--- src/hw/dvm_pkg.sv ---
// Purpose: Shared constants for the playback volume and mixer registers
// Assumes: Register index is the printed offset, byte address is four times it
// Notes: 16-bit registers sit in the low bits of the 32-bit read data
package dvm_pkg;
  localparam int unsigned ADDR_W = 8;
  localparam int unsigned DATA_W = 32;
  // Register indices and byte addresses
  localparam logic [ADDR_W-1:0] PLAY_GAIN_IDX = 8'h02;
  localparam logic [ADDR_W-1:0] MIXER_GAIN_IDX = 8'h03;
  localparam logic [ADDR_W-1:0] PLAY_GAIN_ADDR = 8'h08;
  localparam logic [ADDR_W-1:0] MIXER_GAIN_ADDR = 8'h0c;
  // Playback gain fields
  localparam int unsigned LEFT_MUTE_BIT = 15;
  localparam int unsigned LEFT_VOL_LSB = 8;
  localparam int unsigned RIGHT_MUTE_BIT = 7;
  localparam int unsigned RIGHT_VOL_LSB = 0;
  // Mixer fields
  localparam int unsigned SIDE_MUTE_BIT = 15;
  localparam int unsigned SIDE_GAIN_LSB = 8;
  localparam int unsigned SRC_SEL_LSB = 5;
  localparam int unsigned SEL_TO_REC_BIT = 4;
  localparam int unsigned PHONE_TO_REC_BIT = 3;
  localparam int unsigned STEP_DONE_BIT = 0;
  // Reset values, sidetone gain limit and mixer write mask
  localparam logic [6:0] VOL_RESET = 7'h7f;
  localparam logic [6:0] SIDE_GAIN_RESET = 7'h45;
  localparam logic [6:0] SIDE_GAIN_MAX = 7'h5d;
  localparam logic [2:0] SRC_SEL_RESET = 3'h0;
  localparam logic [15:0] MIXER_WRITE_MASK = 16'hfff8;
  // Source selection codes
  typedef enum logic [2:0] {
    DVM_SRC_HEADSET = 3'b000,
    DVM_SRC_HANDSET = 3'b001,
    DVM_SRC_AUX_ONE = 3'b010,
    DVM_SRC_AUX_TWO = 3'b011,
    DVM_SRC_HEAD_AUXILIARY_INPUT_ONE = 3'b100,
    DVM_SRC_HEAD_AUXILIARY_INPUT_TWO = 3'b101,
    DVM_SRC_HAND_AUXILIARY_INPUT_ONE = 3'b110,
    DVM_SRC_HAND_AUXILIARY_INPUT_TWO = 3'b111
  } dvm_src_t;
endpackage

--- src/hw/dvm_route.sv ---
// Purpose: Decodes source selection into per-input connect enables
// Assumes: Combinational, inputs from the register bank on the same clock
// Notes: Enable order is headset, handset, aux one, aux two
`timescale 1ns/100ps
module dvm_route
(
  // Selection
  input wire logic [2:0] sel_in,
  input wire logic enable_in,
  // Decoded enables
  output logic [3:0] connect_out,
  output logic differential_out
);
  // Nothing is connected while the selector is off
  always_comb
  begin
    connect_out = 4'h0;
    differential_out = sel_in[2];
    case (dvm_pkg::dvm_src_t'(sel_in))
      dvm_pkg::DVM_SRC_HEADSET: connect_out = 4'h1;
      dvm_pkg::DVM_SRC_HANDSET: connect_out = 4'h2;
      dvm_pkg::DVM_SRC_AUX_ONE: connect_out = 4'h4;
      dvm_pkg::DVM_SRC_AUX_TWO: connect_out = 4'h8;
      dvm_pkg::DVM_SRC_HEAD_AUXILIARY_INPUT_ONE: connect_out = 4'h5;
      dvm_pkg::DVM_SRC_HEAD_AUXILIARY_INPUT_TWO: connect_out = 4'h9;
      dvm_pkg::DVM_SRC_HAND_AUXILIARY_INPUT_ONE: connect_out = 4'h6;
      dvm_pkg::DVM_SRC_HAND_AUXILIARY_INPUT_TWO: connect_out = 4'ha;
      default: connect_out = 4'h0;
    endcase
    if (!enable_in)
    begin
      connect_out = 4'h0;
    end
  end
endmodule

--- src/hw/dvm_regs.sv ---
// Purpose: Playback volume and mixer control register bank
// Assumes: Single 20 MHz clock, plain strobe register port
// Notes: Soft-stepping engine is outside; it reports the applied gain back
//
// Overview of operation
// - Left mute bit, resets muted
// - Left volume, half dB steps, resets max
// - Right mute bit, resets muted
// - Right volume, half dB steps, resets max
// - Sidetone mute bit, resets muted
// - Sidetone gain from -34.5 dB, half dB
// - Codes above top saturate at 12 dB on sidetone_target_out only
// - Sidetone gain resets to 0 dB code
// - Select codes 000 to 011 pick one single-ended source
// - Codes 100, 101 pair headset with aux
// - Codes 110, 111 pair handset with aux
// - Differential select invalidates sidetone path
// - Enable bit connects selected source to record
// - Bit connects phone input to record
// - Read-only flag: applied gain equals saturated setting
`timescale 1ns/100ps
module dvm_regs
(
  // Clock and reset
  input wire logic clk_in,
  input wire logic reset_n_in,
  // Register port
  input wire logic [7:0] addr_in,
  input wire logic [31:0] wdata_in,
  input wire logic wr_in,
  input wire logic rd_in,
  output logic [31:0] rdata_out,
  // Feedback from the sidetone soft-stepping engine
  input wire logic [6:0] side_gain_applied_in,
  // Playback controls
  output logic left_play_mute_out,
  output logic [6:0] left_play_volume_out,
  output logic right_play_mute_out,
  output logic [6:0] right_play_volume_out,
  // Sidetone controls
  output logic sidetone_mute_out,
  output logic [6:0] sidetone_gain_out,
  output logic [6:0] sidetone_target_out,
  output logic sidetone_valid_out,
  // Record routing
  output logic [2:0] input_source_select_out,
  output logic [3:0] record_connect_out,
  output logic differential_out,
  output logic phone_input_to_record_out
);
  logic left_play_mute;
  logic [6:0] left_play_volume;
  logic right_play_mute;
  logic [6:0] right_play_volume;
  logic sidetone_mute;
  logic [6:0] sidetone_gain;
  logic [2:0] input_source_select;
  logic selected_input_to_record;
  logic phone_input_to_record;
  logic sidetone_step_done_flag;
  logic [31:0] rdata;
  logic [6:0] sidetone_target;
  logic [3:0] connect;
  logic diff_sel;
  logic next_left_play_mute;
  logic [6:0] next_left_play_volume;
  logic next_right_play_mute;
  logic [6:0] next_right_play_volume;
  logic next_sidetone_mute;
  logic [6:0] next_sidetone_gain;
  logic [2:0] next_input_source_select;
  logic next_selected_input_to_record;
  logic next_phone_input_to_record;
  logic next_sidetone_step_done_flag;
  logic [31:0] next_rdata;
  logic [3:0] next_connect;
  logic next_diff;
  logic next_valid;
  logic [6:0] next_target;
  logic [15:0] play_word;
  logic [15:0] mixer_word;
  logic wr_play;
  logic wr_mixer;

  // Full word decode, each register on its own aligned word
  assign wr_play = wr_in && (addr_in == dvm_pkg::PLAY_GAIN_ADDR);
  assign wr_mixer = wr_in && (addr_in == dvm_pkg::MIXER_GAIN_ADDR);

  // Saturate the gain code seen by the analog path; stored code is kept
  always_comb
  begin
    if (sidetone_gain > dvm_pkg::SIDE_GAIN_MAX)
    begin
      sidetone_target = dvm_pkg::SIDE_GAIN_MAX;
    end
    else
    begin
      sidetone_target = sidetone_gain;
    end
  end

  // Selector decode lives in its own module
  dvm_route u_route
  (
    .sel_in(input_source_select),
    .enable_in(selected_input_to_record),
    .connect_out(connect),
    .differential_out(diff_sel)
  );

  // Register words as seen on a read
  always_comb
  begin
    play_word = {left_play_mute, left_play_volume,
                 right_play_mute, right_play_volume};
    mixer_word = {sidetone_mute, sidetone_gain, input_source_select,
                  selected_input_to_record, phone_input_to_record,
                  2'b00, sidetone_step_done_flag};
  end

  // Next values of the writable fields
  always_comb
  begin
    next_left_play_mute = left_play_mute;
    next_left_play_volume = left_play_volume;
    next_right_play_mute = right_play_mute;
    next_right_play_volume = right_play_volume;
    next_sidetone_mute = sidetone_mute;
    next_sidetone_gain = sidetone_gain;
    next_input_source_select = input_source_select;
    next_selected_input_to_record = selected_input_to_record;
    next_phone_input_to_record = phone_input_to_record;
    if (wr_play)
    begin
      next_left_play_mute = wdata_in[dvm_pkg::LEFT_MUTE_BIT];
      next_left_play_volume =
        wdata_in[dvm_pkg::LEFT_VOL_LSB +: 7];
      next_right_play_mute = wdata_in[dvm_pkg::RIGHT_MUTE_BIT];
      next_right_play_volume =
        wdata_in[dvm_pkg::RIGHT_VOL_LSB +: 7];
    end
    // Bits 2..0 are never taken from the write data
    if (wr_mixer)
    begin
      next_sidetone_mute = wdata_in[dvm_pkg::SIDE_MUTE_BIT];
      next_sidetone_gain = wdata_in[dvm_pkg::SIDE_GAIN_LSB +: 7];
      next_input_source_select =
        wdata_in[dvm_pkg::SRC_SEL_LSB +: 3];
      next_selected_input_to_record =
        wdata_in[dvm_pkg::SEL_TO_REC_BIT];
      next_phone_input_to_record =
        wdata_in[dvm_pkg::PHONE_TO_REC_BIT];
    end
  end

  // Status, read data and registered outputs
  always_comb
  begin
    // Compare against the saturated target so codes above max settle
    next_sidetone_step_done_flag =
      (side_gain_applied_in == sidetone_target);
    next_rdata = 32'h0;
    if (rd_in)
    begin
      if (addr_in == dvm_pkg::PLAY_GAIN_ADDR)
      begin
        next_rdata = {16'h0, play_word};
      end
      else if (addr_in == dvm_pkg::MIXER_GAIN_ADDR)
      begin
        next_rdata = {16'h0, mixer_word & dvm_pkg::MIXER_WRITE_MASK |
                      {15'h0, sidetone_step_done_flag}};
      end
      else
      begin
        next_rdata = 32'h0; // Unmapped reads give zero
      end
    end
    next_connect = connect;
    next_diff = diff_sel;
    next_valid = !diff_sel;
    next_target = sidetone_target;
  end

  // Register update
  always_ff @(posedge clk_in or negedge reset_n_in)
  begin
    if (!reset_n_in)
    begin
      left_play_mute <= 1'b1;
      left_play_volume <= dvm_pkg::VOL_RESET;
      right_play_mute <= 1'b1;
      right_play_volume <= dvm_pkg::VOL_RESET;
      sidetone_mute <= 1'b1;
      sidetone_gain <= dvm_pkg::SIDE_GAIN_RESET;
      input_source_select <= dvm_pkg::SRC_SEL_RESET;
      selected_input_to_record <= 1'b0;
      phone_input_to_record <= 1'b0;
      sidetone_step_done_flag <= 1'b0;
      rdata <= 32'h0;
      record_connect_out <= 4'h0;
      differential_out <= 1'b0;
      sidetone_valid_out <= 1'b0;
      sidetone_target_out <= dvm_pkg::SIDE_GAIN_RESET;
    end
    else
    begin
      left_play_mute <= next_left_play_mute;
      left_play_volume <= next_left_play_volume;
      right_play_mute <= next_right_play_mute;
      right_play_volume <= next_right_play_volume;
      sidetone_mute <= next_sidetone_mute;
      sidetone_gain <= next_sidetone_gain;
      input_source_select <= next_input_source_select;
      selected_input_to_record <= next_selected_input_to_record;
      phone_input_to_record <= next_phone_input_to_record;
      sidetone_step_done_flag <= next_sidetone_step_done_flag;
      rdata <= next_rdata;
      record_connect_out <= next_connect;
      differential_out <= next_diff;
      sidetone_valid_out <= next_valid;
      sidetone_target_out <= next_target;
    end
  end

  // Field outputs come straight from their flops
  assign left_play_mute_out = left_play_mute;
  assign left_play_volume_out = left_play_volume;
  assign right_play_mute_out = right_play_mute;
  assign right_play_volume_out = right_play_volume;
  assign sidetone_mute_out = sidetone_mute;
  assign sidetone_gain_out = sidetone_gain;
  assign input_source_select_out = input_source_select;
  assign phone_input_to_record_out = phone_input_to_record;
  assign rdata_out = rdata;
endmodule

--- config.mk ---
export PLATFORM = sky130hd
export DESIGN_NAME = dvm_regs
export DESIGN_NICKNAME = d
export VERILOG_FILES = /design/src/hw/dvm_pkg.sv /design/src/hw/dvm_route.sv /design/src/hw/dvm_regs.sv
export SDC_FILE = /design/constraint.sdc
export NUM_CORES = 1
export LEC_CHECK = 0
export BUFFER_PORTS_ARGS = -buffer_cell sky130_fd_sc_hd__clkbuf_2
export CORE_MARGIN = 2
export CORE_UTILIZATION = 46
export DETAILED_ROUTE_END_ITERATION = 8
export PLACE_DENSITY = 0.8
export SLEW_MARGIN = 20
export SYNTH_ARGS = -nofsm -noshare
export SYNTH_HDL_FRONTEND = slang
export SYNTH_SLANG_ARGS = --single-unit
--- constraint.sdc ---
create_clock -name clk_in -period 1.8 [get_ports clk_in]
set_input_delay 0.09 -clock clk_in [delete_from_list [all_inputs] [get_ports clk_in]]
set_output_delay 0.09 -clock clk_in [all_outputs]
set_load 0.01 [all_outputs]
==> key figures, run 1 <==
Outcome
  • Outcome: finished clean

GRT
  • Vias in the first global route: 1803
  • GRT met2 Usage: 0.3162
  • First-pass GRT wire length: 8776 um
  • Met3 Use GR: 0.04318
  • Busiest grt layer: met2
  • GR Overflow Total: 0
  • Met1 Use GR: 0.2232
  • Total Routing Usage GR: 0.1872
  • Initial antenna violation count: 0
  • Largest net degree at the start of global routing: 60

Critical path
  • Worst Path Max Fanout: 8
  • Crit path DAT: 1940 ps
  • Nature of the critical path startpoint: register
  • Launching point of the worst reg2reg path: sidetone_gain_out[2]$_DFFE_PN1P_
  • R2R depth: 4
  • Critical path class: register to register
  • Worst Path Required: 2050 ps
  • R2r setup slk: 110 ps
  • CP endpoint kind: register
  • Reg-to-Reg End: sidetone_step_done_flag$_DFF_PN0_

Layout
  • NumNets Final: 350
  • Layout fillers: 464
  • Inserted Diodes: 0
  • Area Overhead vs Synth: 28.09%
  • Commonest non-fill, non-tap cell in the layout: clkbuf_2
  • Commonest cells after routing, fill and taps aside: clkbuf_2 (91), dfrtp_1 (36), dfstp_2 (23)
  • Share of post-route cells with drive strength above 1: 0.5493
  • Multi-input gate area: 924.6 um^2
  • Register area: 0.001505 mm^2

Yosys
  • Syn avg cell area: 13.29 um^2
  • EDFF count, synth: 0
  • Synth Warn #: 0
  • Unique masters post-synth: 35
  • Predominant post-synthesis flop cell: dfrtp_1
  • Cells after synthesis: 194
  • Mapped Area: 0.002579 mm^2
  • Async S/R FF share, synth: 1.000
  • Sequential cell area fraction in the yosys report: 0.5837
  • Yosys reg bits: 59

Clock network
  • Cts repair resizes: 0
  • Clock sink count: 59
  • Setup Buffers After CTS: 0
  • CTS tree: built
  • Clock transition at the registers of the reported paths: 70 ps
  • Clock buffer depth: 2
  • H-tree levels: 3
  • Root buffer cell: clkbuf_8
  • Clk_lat worst skew: 330 ps
  • CTS Buf Count: 9

STA
  • Clock Skew: 10.86 ps
  • Max Clk Rate: 0.5918 GHz
  • Tcrit/Tclk final: 0.9388
  • Slew Limit Fails: 0
  • Final hold vios: 0
  • Period minus WS final: 1690 ps
  • Worst-Margin Slew: 705.4 ps
  • Endpoints failing setup: 0
  • Relative slew slack: 0.5297
  • Unrepaired setup endpoints after global routing: false
  • Final TNS setup: 0 ps
  • WHS: 16.99 ps

Hold path
  • Hold path start: wdata_in[0]
  • Hold WC Path Type: primary input to register
  • Hold Crit Depth: 2
  • Hold EP: right_play_volume_out[0]$_DFFE_PN1P_

Place
  • Dpl hpwl: 3896 um
  • # port buffers: 91
  • Placer Congestion: 0.7523

Floorplan
  • Core box area: 0.005473 mm^2
  • Ports: 124
  • Row cnt: 27
  • Die area: 0.006220 mm^2
  • Die X: 78.87 um
  • Die Span Y: 78.87 um
  • Initial Util: 0.4712

Routing
  • DRT antenna net count: 0
  • DRT iter0 DRCs: 107
  • Vias: 1822
  • Post-Route WL: 5448 um
  • Vias per cell: 4.846
  • DRC viols: 0
  • DR pass1 iterations: 4
  • Routed len/inst: 14.49 um

Power and ir drop
  • LEAKAGE: 0.001775 uW
  • Pwr Density: 834.7 mW/mm^2
  • Maximum VDD drop: 0.0005401 V
  • Total power: 2757 uW

Flow run
  • MaxCap Viol Count: 0
-- through the flow --
step                setup slack [ps]  instance area, um^2  utilization  std cells
detailed placement             157.4                 3035       0.5546        351
floorplan                      277.9                 2635            -        209
CTS                            138.4                 3283       0.5999        374
global route                   35.64                 3303       0.6036        376
global placement               294.0                 3035       0.5546        351
finish                         110.2                 3303       0.6036        376
-- worst max-delay path, cell delays in order, from the launching register on --
cell	delay (ps)
dfstp_2	610
and4_1	230
o21ai_0	170
a222oi_1	350
and4bb_1	260
-- final cells by class --
type                            count  share of cell area
Clock inverter                      7             0.01629
Multi-Input combinational cell    117              0.2799
Tap cell                           72             0.02727
Timing Repair Buffer              104              0.1742
Sequential cell                    59              0.4557
Clock buffer                        9             0.03750
Inverter                            8            0.009091
-- routing by layer --
metal  wire length, um  share of wire  up-vias
li1                  -              -      843
met1              2290           0.42      906
met2              2823           0.52       66
met3               252          0.046        7
met4                81          0.015        0
met5                 0              0        -
-- sequential cells by signal (all words and copies together), names as in the netlist --
register / count
record_connect_out: 4
differential_out: 1
selected_input_to_record: 1
left_play_mute_out: 1
sidetone_mute_out: 1
left_play_volume_out: 7
input_source_select_out: 3
sidetone_valid_out: 1
sidetone_step_done_flag: 1
right_play_volume_out: 7
rdata_out: 16
sidetone_target_out: 7
right_play_mute_out: 1
phone_input_to_record_out: 1
sidetone_gain_out: 7
-- Yosys cell counts, types with 2 or more instances --
cell type	instances	area [um^2]
nand2_1	6	22.52
inv_1	8	30.03
nor2_1	20	75.07
buf_2	2	10.01
nor3b_1	3	22.52
o21ai_0	5	25.02
a21o_1	2	15.01
or3_1	2	12.51
buf_6	2	22.52
mux2i_1	14	140.1
dfstp_2	23	604.3
a222oi_1	2	20.02
buf_4	17	127.6
mux2_4	10	150.1
mux2_2	19	214.0
dfrtp_1	36	900.9
clkbuf_1	3	11.26
nand2b_1	2	12.51
a211oi_1	2	15.01
-- worst max-delay path by stage --
stage,startpoint,to,cells after the start
floorplan,sidetone_gain_out[6]$_DFFE_PN1P_,sidetone_step_done_flag$_DFF_PN0_,4
global placement,sidetone_gain_out[6]$_DFFE_PN1P_,sidetone_step_done_flag$_DFF_PN0_,4
detailed placement,sidetone_gain_out[2]$_DFFE_PN1P_,sidetone_step_done_flag$_DFF_PN0_,4
CTS,sidetone_gain_out[2]$_DFFE_PN1P_,sidetone_step_done_flag$_DFF_PN0_,4
global route,sidetone_gain_out[2]$_DFFE_PN1P_,sidetone_step_done_flag$_DFF_PN0_,4
finish,sidetone_gain_out[2]$_DFFE_PN1P_,sidetone_step_done_flag$_DFF_PN0_,4
-- power breakdown --
part / internal (uW) / switching, uW
logic: 129 / 139
registers: 1390 / 43.2
clock network: 508 / 550
-- what timing repair did --
item | CTS | global route
hold buffers | 7 | 2
hold endpoints to repair | 43 | 2
endpoints found under the setup margin | 0 | 0
-- cell families after synthesis --
| logic type | share of synthesized area |
|---|---|
| AO/OA/AOI/OAI | 0.04124 |
| XOR/XNOR | 0.003397 |
| buffers and inverters | 0.07957 |
| flip-flops | 0.5837 |
| multiplexers | 0.1955 |
| other | 0.001454 |
| AND/OR/NAND/NOR | 0.09510 |
(Power assumes the default switching activity.)
==> run 2, diff against run 1 <==
--- a/config.mk
+++ b/config.mk
@@ -5,11 +5,10 @@
 export SDC_FILE = /design/constraint.sdc
 export NUM_CORES = 1
 export LEC_CHECK = 0
-export BUFFER_PORTS_ARGS = -buffer_cell sky130_fd_sc_hd__clkbuf_2
-export CORE_MARGIN = 2
-export CORE_UTILIZATION = 46
+export CORE_UTILIZATION = 52
 export DETAILED_ROUTE_END_ITERATION = 8
-export PLACE_DENSITY = 0.8
+export DONT_BUFFER_PORTS = 1
+export PLACE_DENSITY = 0.67
 export SLEW_MARGIN = 20
 export SYNTH_ARGS = -nofsm -noshare
 export SYNTH_HDL_FRONTEND = slang
==> run 2 against run 1 <==
  * Utilization is 1.9 points higher
  * Global-route usage increased by 1.9 points
  * Total power down 2.8%
  * Worst hold slack better by 69 ps
  * Largest power group unchanged
  * Cell area shrank 10%
  * Largest cell class unchanged
  * Clock skew fell by 3.6 ps
  * Setup slack improved by 82 ps
  * Critical path depth unchanged
  * Sequential cell count unchanged
  * Clock power about the same
  * Register-to-register slack better by 80 ps
==> key figures, run 2 (synthesis results as in run 1) <==
Outcome
  • Outcome: finished clean

Flow run
  • MaxCap Viol Count: 0 (unchanged)

STA
  • Setup WS post-layout: 192.7 ps (+82.45 ps)
  • Final hold vios: 0 (unchanged)
  • Final TNS setup: 0 ps (unchanged)
  • Tcrit/Tclk final: 0.8929 (-0.04581)
  • Endpoints failing setup: 0 (unchanged)
  • Unrepaired setup endpoints after global routing: false
  • Period minus WS final: 1607 ps (-82.45 ps)
  • Slew Limit Fails: 0 (unchanged)
  • Max Clk Rate: 0.6222 GHz (+5.1%)
  • Relative slew slack: 0.3107 (-0.2190)
  • Worst-Margin Slew: 1031 ps (+325.1 ps)
  • Clock Skew: 7.268 ps (-3.591 ps)

Routing
  • DR WL met3: 323 um (+28%)
  • Vias: 1568 (-14%)
  • Top routing layer used: met4
  • DR pass1 iterations: 4 (unchanged)
  • Post-Route WL: 5058 um (-7.2%)
  • Wire length on met2: 2649 um (-6.2%)
  • Routed len/inst: 17.38 um (+20%)
  • DRT antenna net count: 0 (unchanged)
  • DRT met1 WL: 1999 um (-13%)
  • DRT iter0 DRCs: 85 (-21%)
  • Vias per cell: 5.388 (+11%)
  • DRC viols: 0 (unchanged)

Floorplan
  • Die X: 72.42 um (-8.2%)
  • Die area: 0.005245 mm^2 (-16%)
  • Initial Util: 0.5424 (+0.07118)
  • Ports: 124 (unchanged)
  • Core box area: 0.004755 mm^2 (-13%)
  • Row cnt: 25 (-7.4%)
  • Die Span Y: 72.42 um (-8.2%)

GRT
  • Vias in the first global route: 1556 (-14%)
  • Total Routing Usage GR: 0.2066 (+0.01932)
  • First-pass GRT wire length: 7976 um (-9.1%)
  • Initial antenna violation count: 0 (unchanged)
  • Largest net degree at the start of global routing: 60 (unchanged)
  • GR Overflow Total: 0 (unchanged)

Clock network
  • Clock transition at the registers of the reported paths: 60 ps (about the same)
  • Setup Buffers After CTS: 0 (unchanged)
  • Clock buffer depth: 2 (unchanged)
  • H-tree levels: 3 (unchanged)
  • Cts repair resizes: 0 (unchanged)
  • Hold-fix buffers, CTS: 19 (+12)
  • Clock sink count: 59 (unchanged)
  • CTS tree: built
  • Clk_lat worst skew: 320 ps (about the same)
  • CTS Buf Count: 9 (unchanged)
  • Root buffer cell: clkbuf_8

Layout
  • Max reg flops: 16 (unchanged)
  • Fin cells: 291 (-23%)
  • Commonest non-fill, non-tap cell in the layout: dfrtp_1
  • Commonest cells after routing, fill and taps aside: dfrtp_1 (36), dfstp_2 (23), nor2_1 (20)
  • Share of post-route cells with drive strength above 1: 0.3348 (-0.2145)
  • Layout fillers: 386 (-17%)
  • Inserted Diodes: 0 (unchanged)
  • NumNets Final: 270 (-23%)
  • Area Overhead vs Synth: 14.85%

Critical path
  • Critical path class: register to register
  • Launching point of the worst reg2reg path: sidetone_gain_out[6]$_DFFE_PN1P_
  • Crit path largest cell delay: 680 ps (+70 ps)
  • Delay-heaviest family, CP: simple AND/OR/NAND/NOR gates
  • Nature of the critical path startpoint: register
  • Buf/Inv on CP: 0 (unchanged)
  • Cell Chain, Critical Path: nand2_1 -> or3_1 -> o2bb2ai_1 -> and4bb_1
  • Worst Path Max Fanout: 14 (+6)
  • CP endpoint kind: register
  • Crit path DAT: 1850 ps (-90 ps)
  • CP max stage cell: dfstp_2
  • R2r setup slk: 190 ps (+80 ps)
  • Reg-to-Reg End: sidetone_step_done_flag$_DFF_PN0_
  • Worst Path Required: 2050 ps (about the same)
  • R2R depth: 4 (unchanged)

Place
  • Dpl hpwl: 3341 um (-14%)
  • Placed cell count: 256 (-27%)
  • Pre-CTS WS: 204.7 ps (+47.27 ps)
  • Placer Congestion: 0.7220 (-4.0%)
  • # port buffers: 0 (-100%)

Power and ir drop
  • Maximum VDD drop: 0.0005921 V (+9.6%)
  • LEAKAGE: 0.001425 uW (-20%)
  • Pwr Density: 904.6 mW/mm^2 (+8.4%)

Hold path
  • Hold path start: side_gain_applied_in[1]
  • Hold Crit Depth: 2 (unchanged)
  • Hold WC Path Type: primary input to register
  • Hold EP: sidetone_step_done_flag$_DFF_PN0_
## run 2: changes by cell type in the layout (fill, tap and decap cells not counted)
cell / previous run / this run
dlygate4sd3_1: 9 / 18
clkbuf_1: 0 / 3
buf_16: 0 / 1
clkinv_4: 4 / 0
clkbuf_8: 9 / 11
clkbuf_2: 91 / 0
inv_6: 1 / 0
buf_4: 4 / 5
## run 2: area by class of cell
cell class / count / area, um^2 / area share
Sequential cell: 59 / 1505 / 0.5082
Multi-Input combinational cell: 117 / 924.6 / 0.3122
Timing Repair Buffer: 24 / 245.2 / 0.08281
Clock buffer: 14 / 162.7 / 0.05492
Tap cell: 67 / 83.83 / 0.02831
Inverter: 8 / 30.03 / 0.01014
Clock inverter: 2 / 10.01 / 0.003380
## run 2: how the worst max path moves through the flow
stage                                     startpoint                                 to  slack (ps)  depth (start not counted)
CTS                 sidetone_gain_out[6]$_DFFE_PN1P_  sidetone_step_done_flag$_DFF_PN0_         200                          4
global route        sidetone_gain_out[6]$_DFFE_PN1P_  sidetone_step_done_flag$_DFF_PN0_         110                          4
global placement    sidetone_gain_out[6]$_DFFE_PN1P_  sidetone_step_done_flag$_DFF_PN0_         260                          4
floorplan           sidetone_gain_out[6]$_DFFE_PN1P_  sidetone_step_done_flag$_DFF_PN0_         280                          4
finish              sidetone_gain_out[6]$_DFFE_PN1P_  sidetone_step_done_flag$_DFF_PN0_         190                          4
detailed placement  sidetone_gain_out[6]$_DFFE_PN1P_  sidetone_step_done_flag$_DFF_PN0_         200                          4
## run 2: metal layers
metal	vias up	track usage
met5	-	0
met4	0	0.1155
met3	9	0.06111
met2	70	0.3261
met1	806	0.2544
li1	683	-
## run 2: per-stage QoR
stage	area (um^2)	total power, uW	util	hold slack, ps
final	2962	2679	0.6229	85.71
after global routing	2962	2791	0.6229	85.08
after CTS	2962	2716	0.6229	77.73
after detailed placement	2581	1595	0.5429	-204.4
after global placement	2581	1587	0.5429	-204.5
after floorplan	2635	1598	-	-205.6
## run 2: report_power, final
part	internal [uW]	switching [uW]	leakage (uW)	total, uW
clock network	572	457	0.0000905	1030
registers	1390	61.8	0.000733	1450
logic	98.0	99.7	0.000601	198
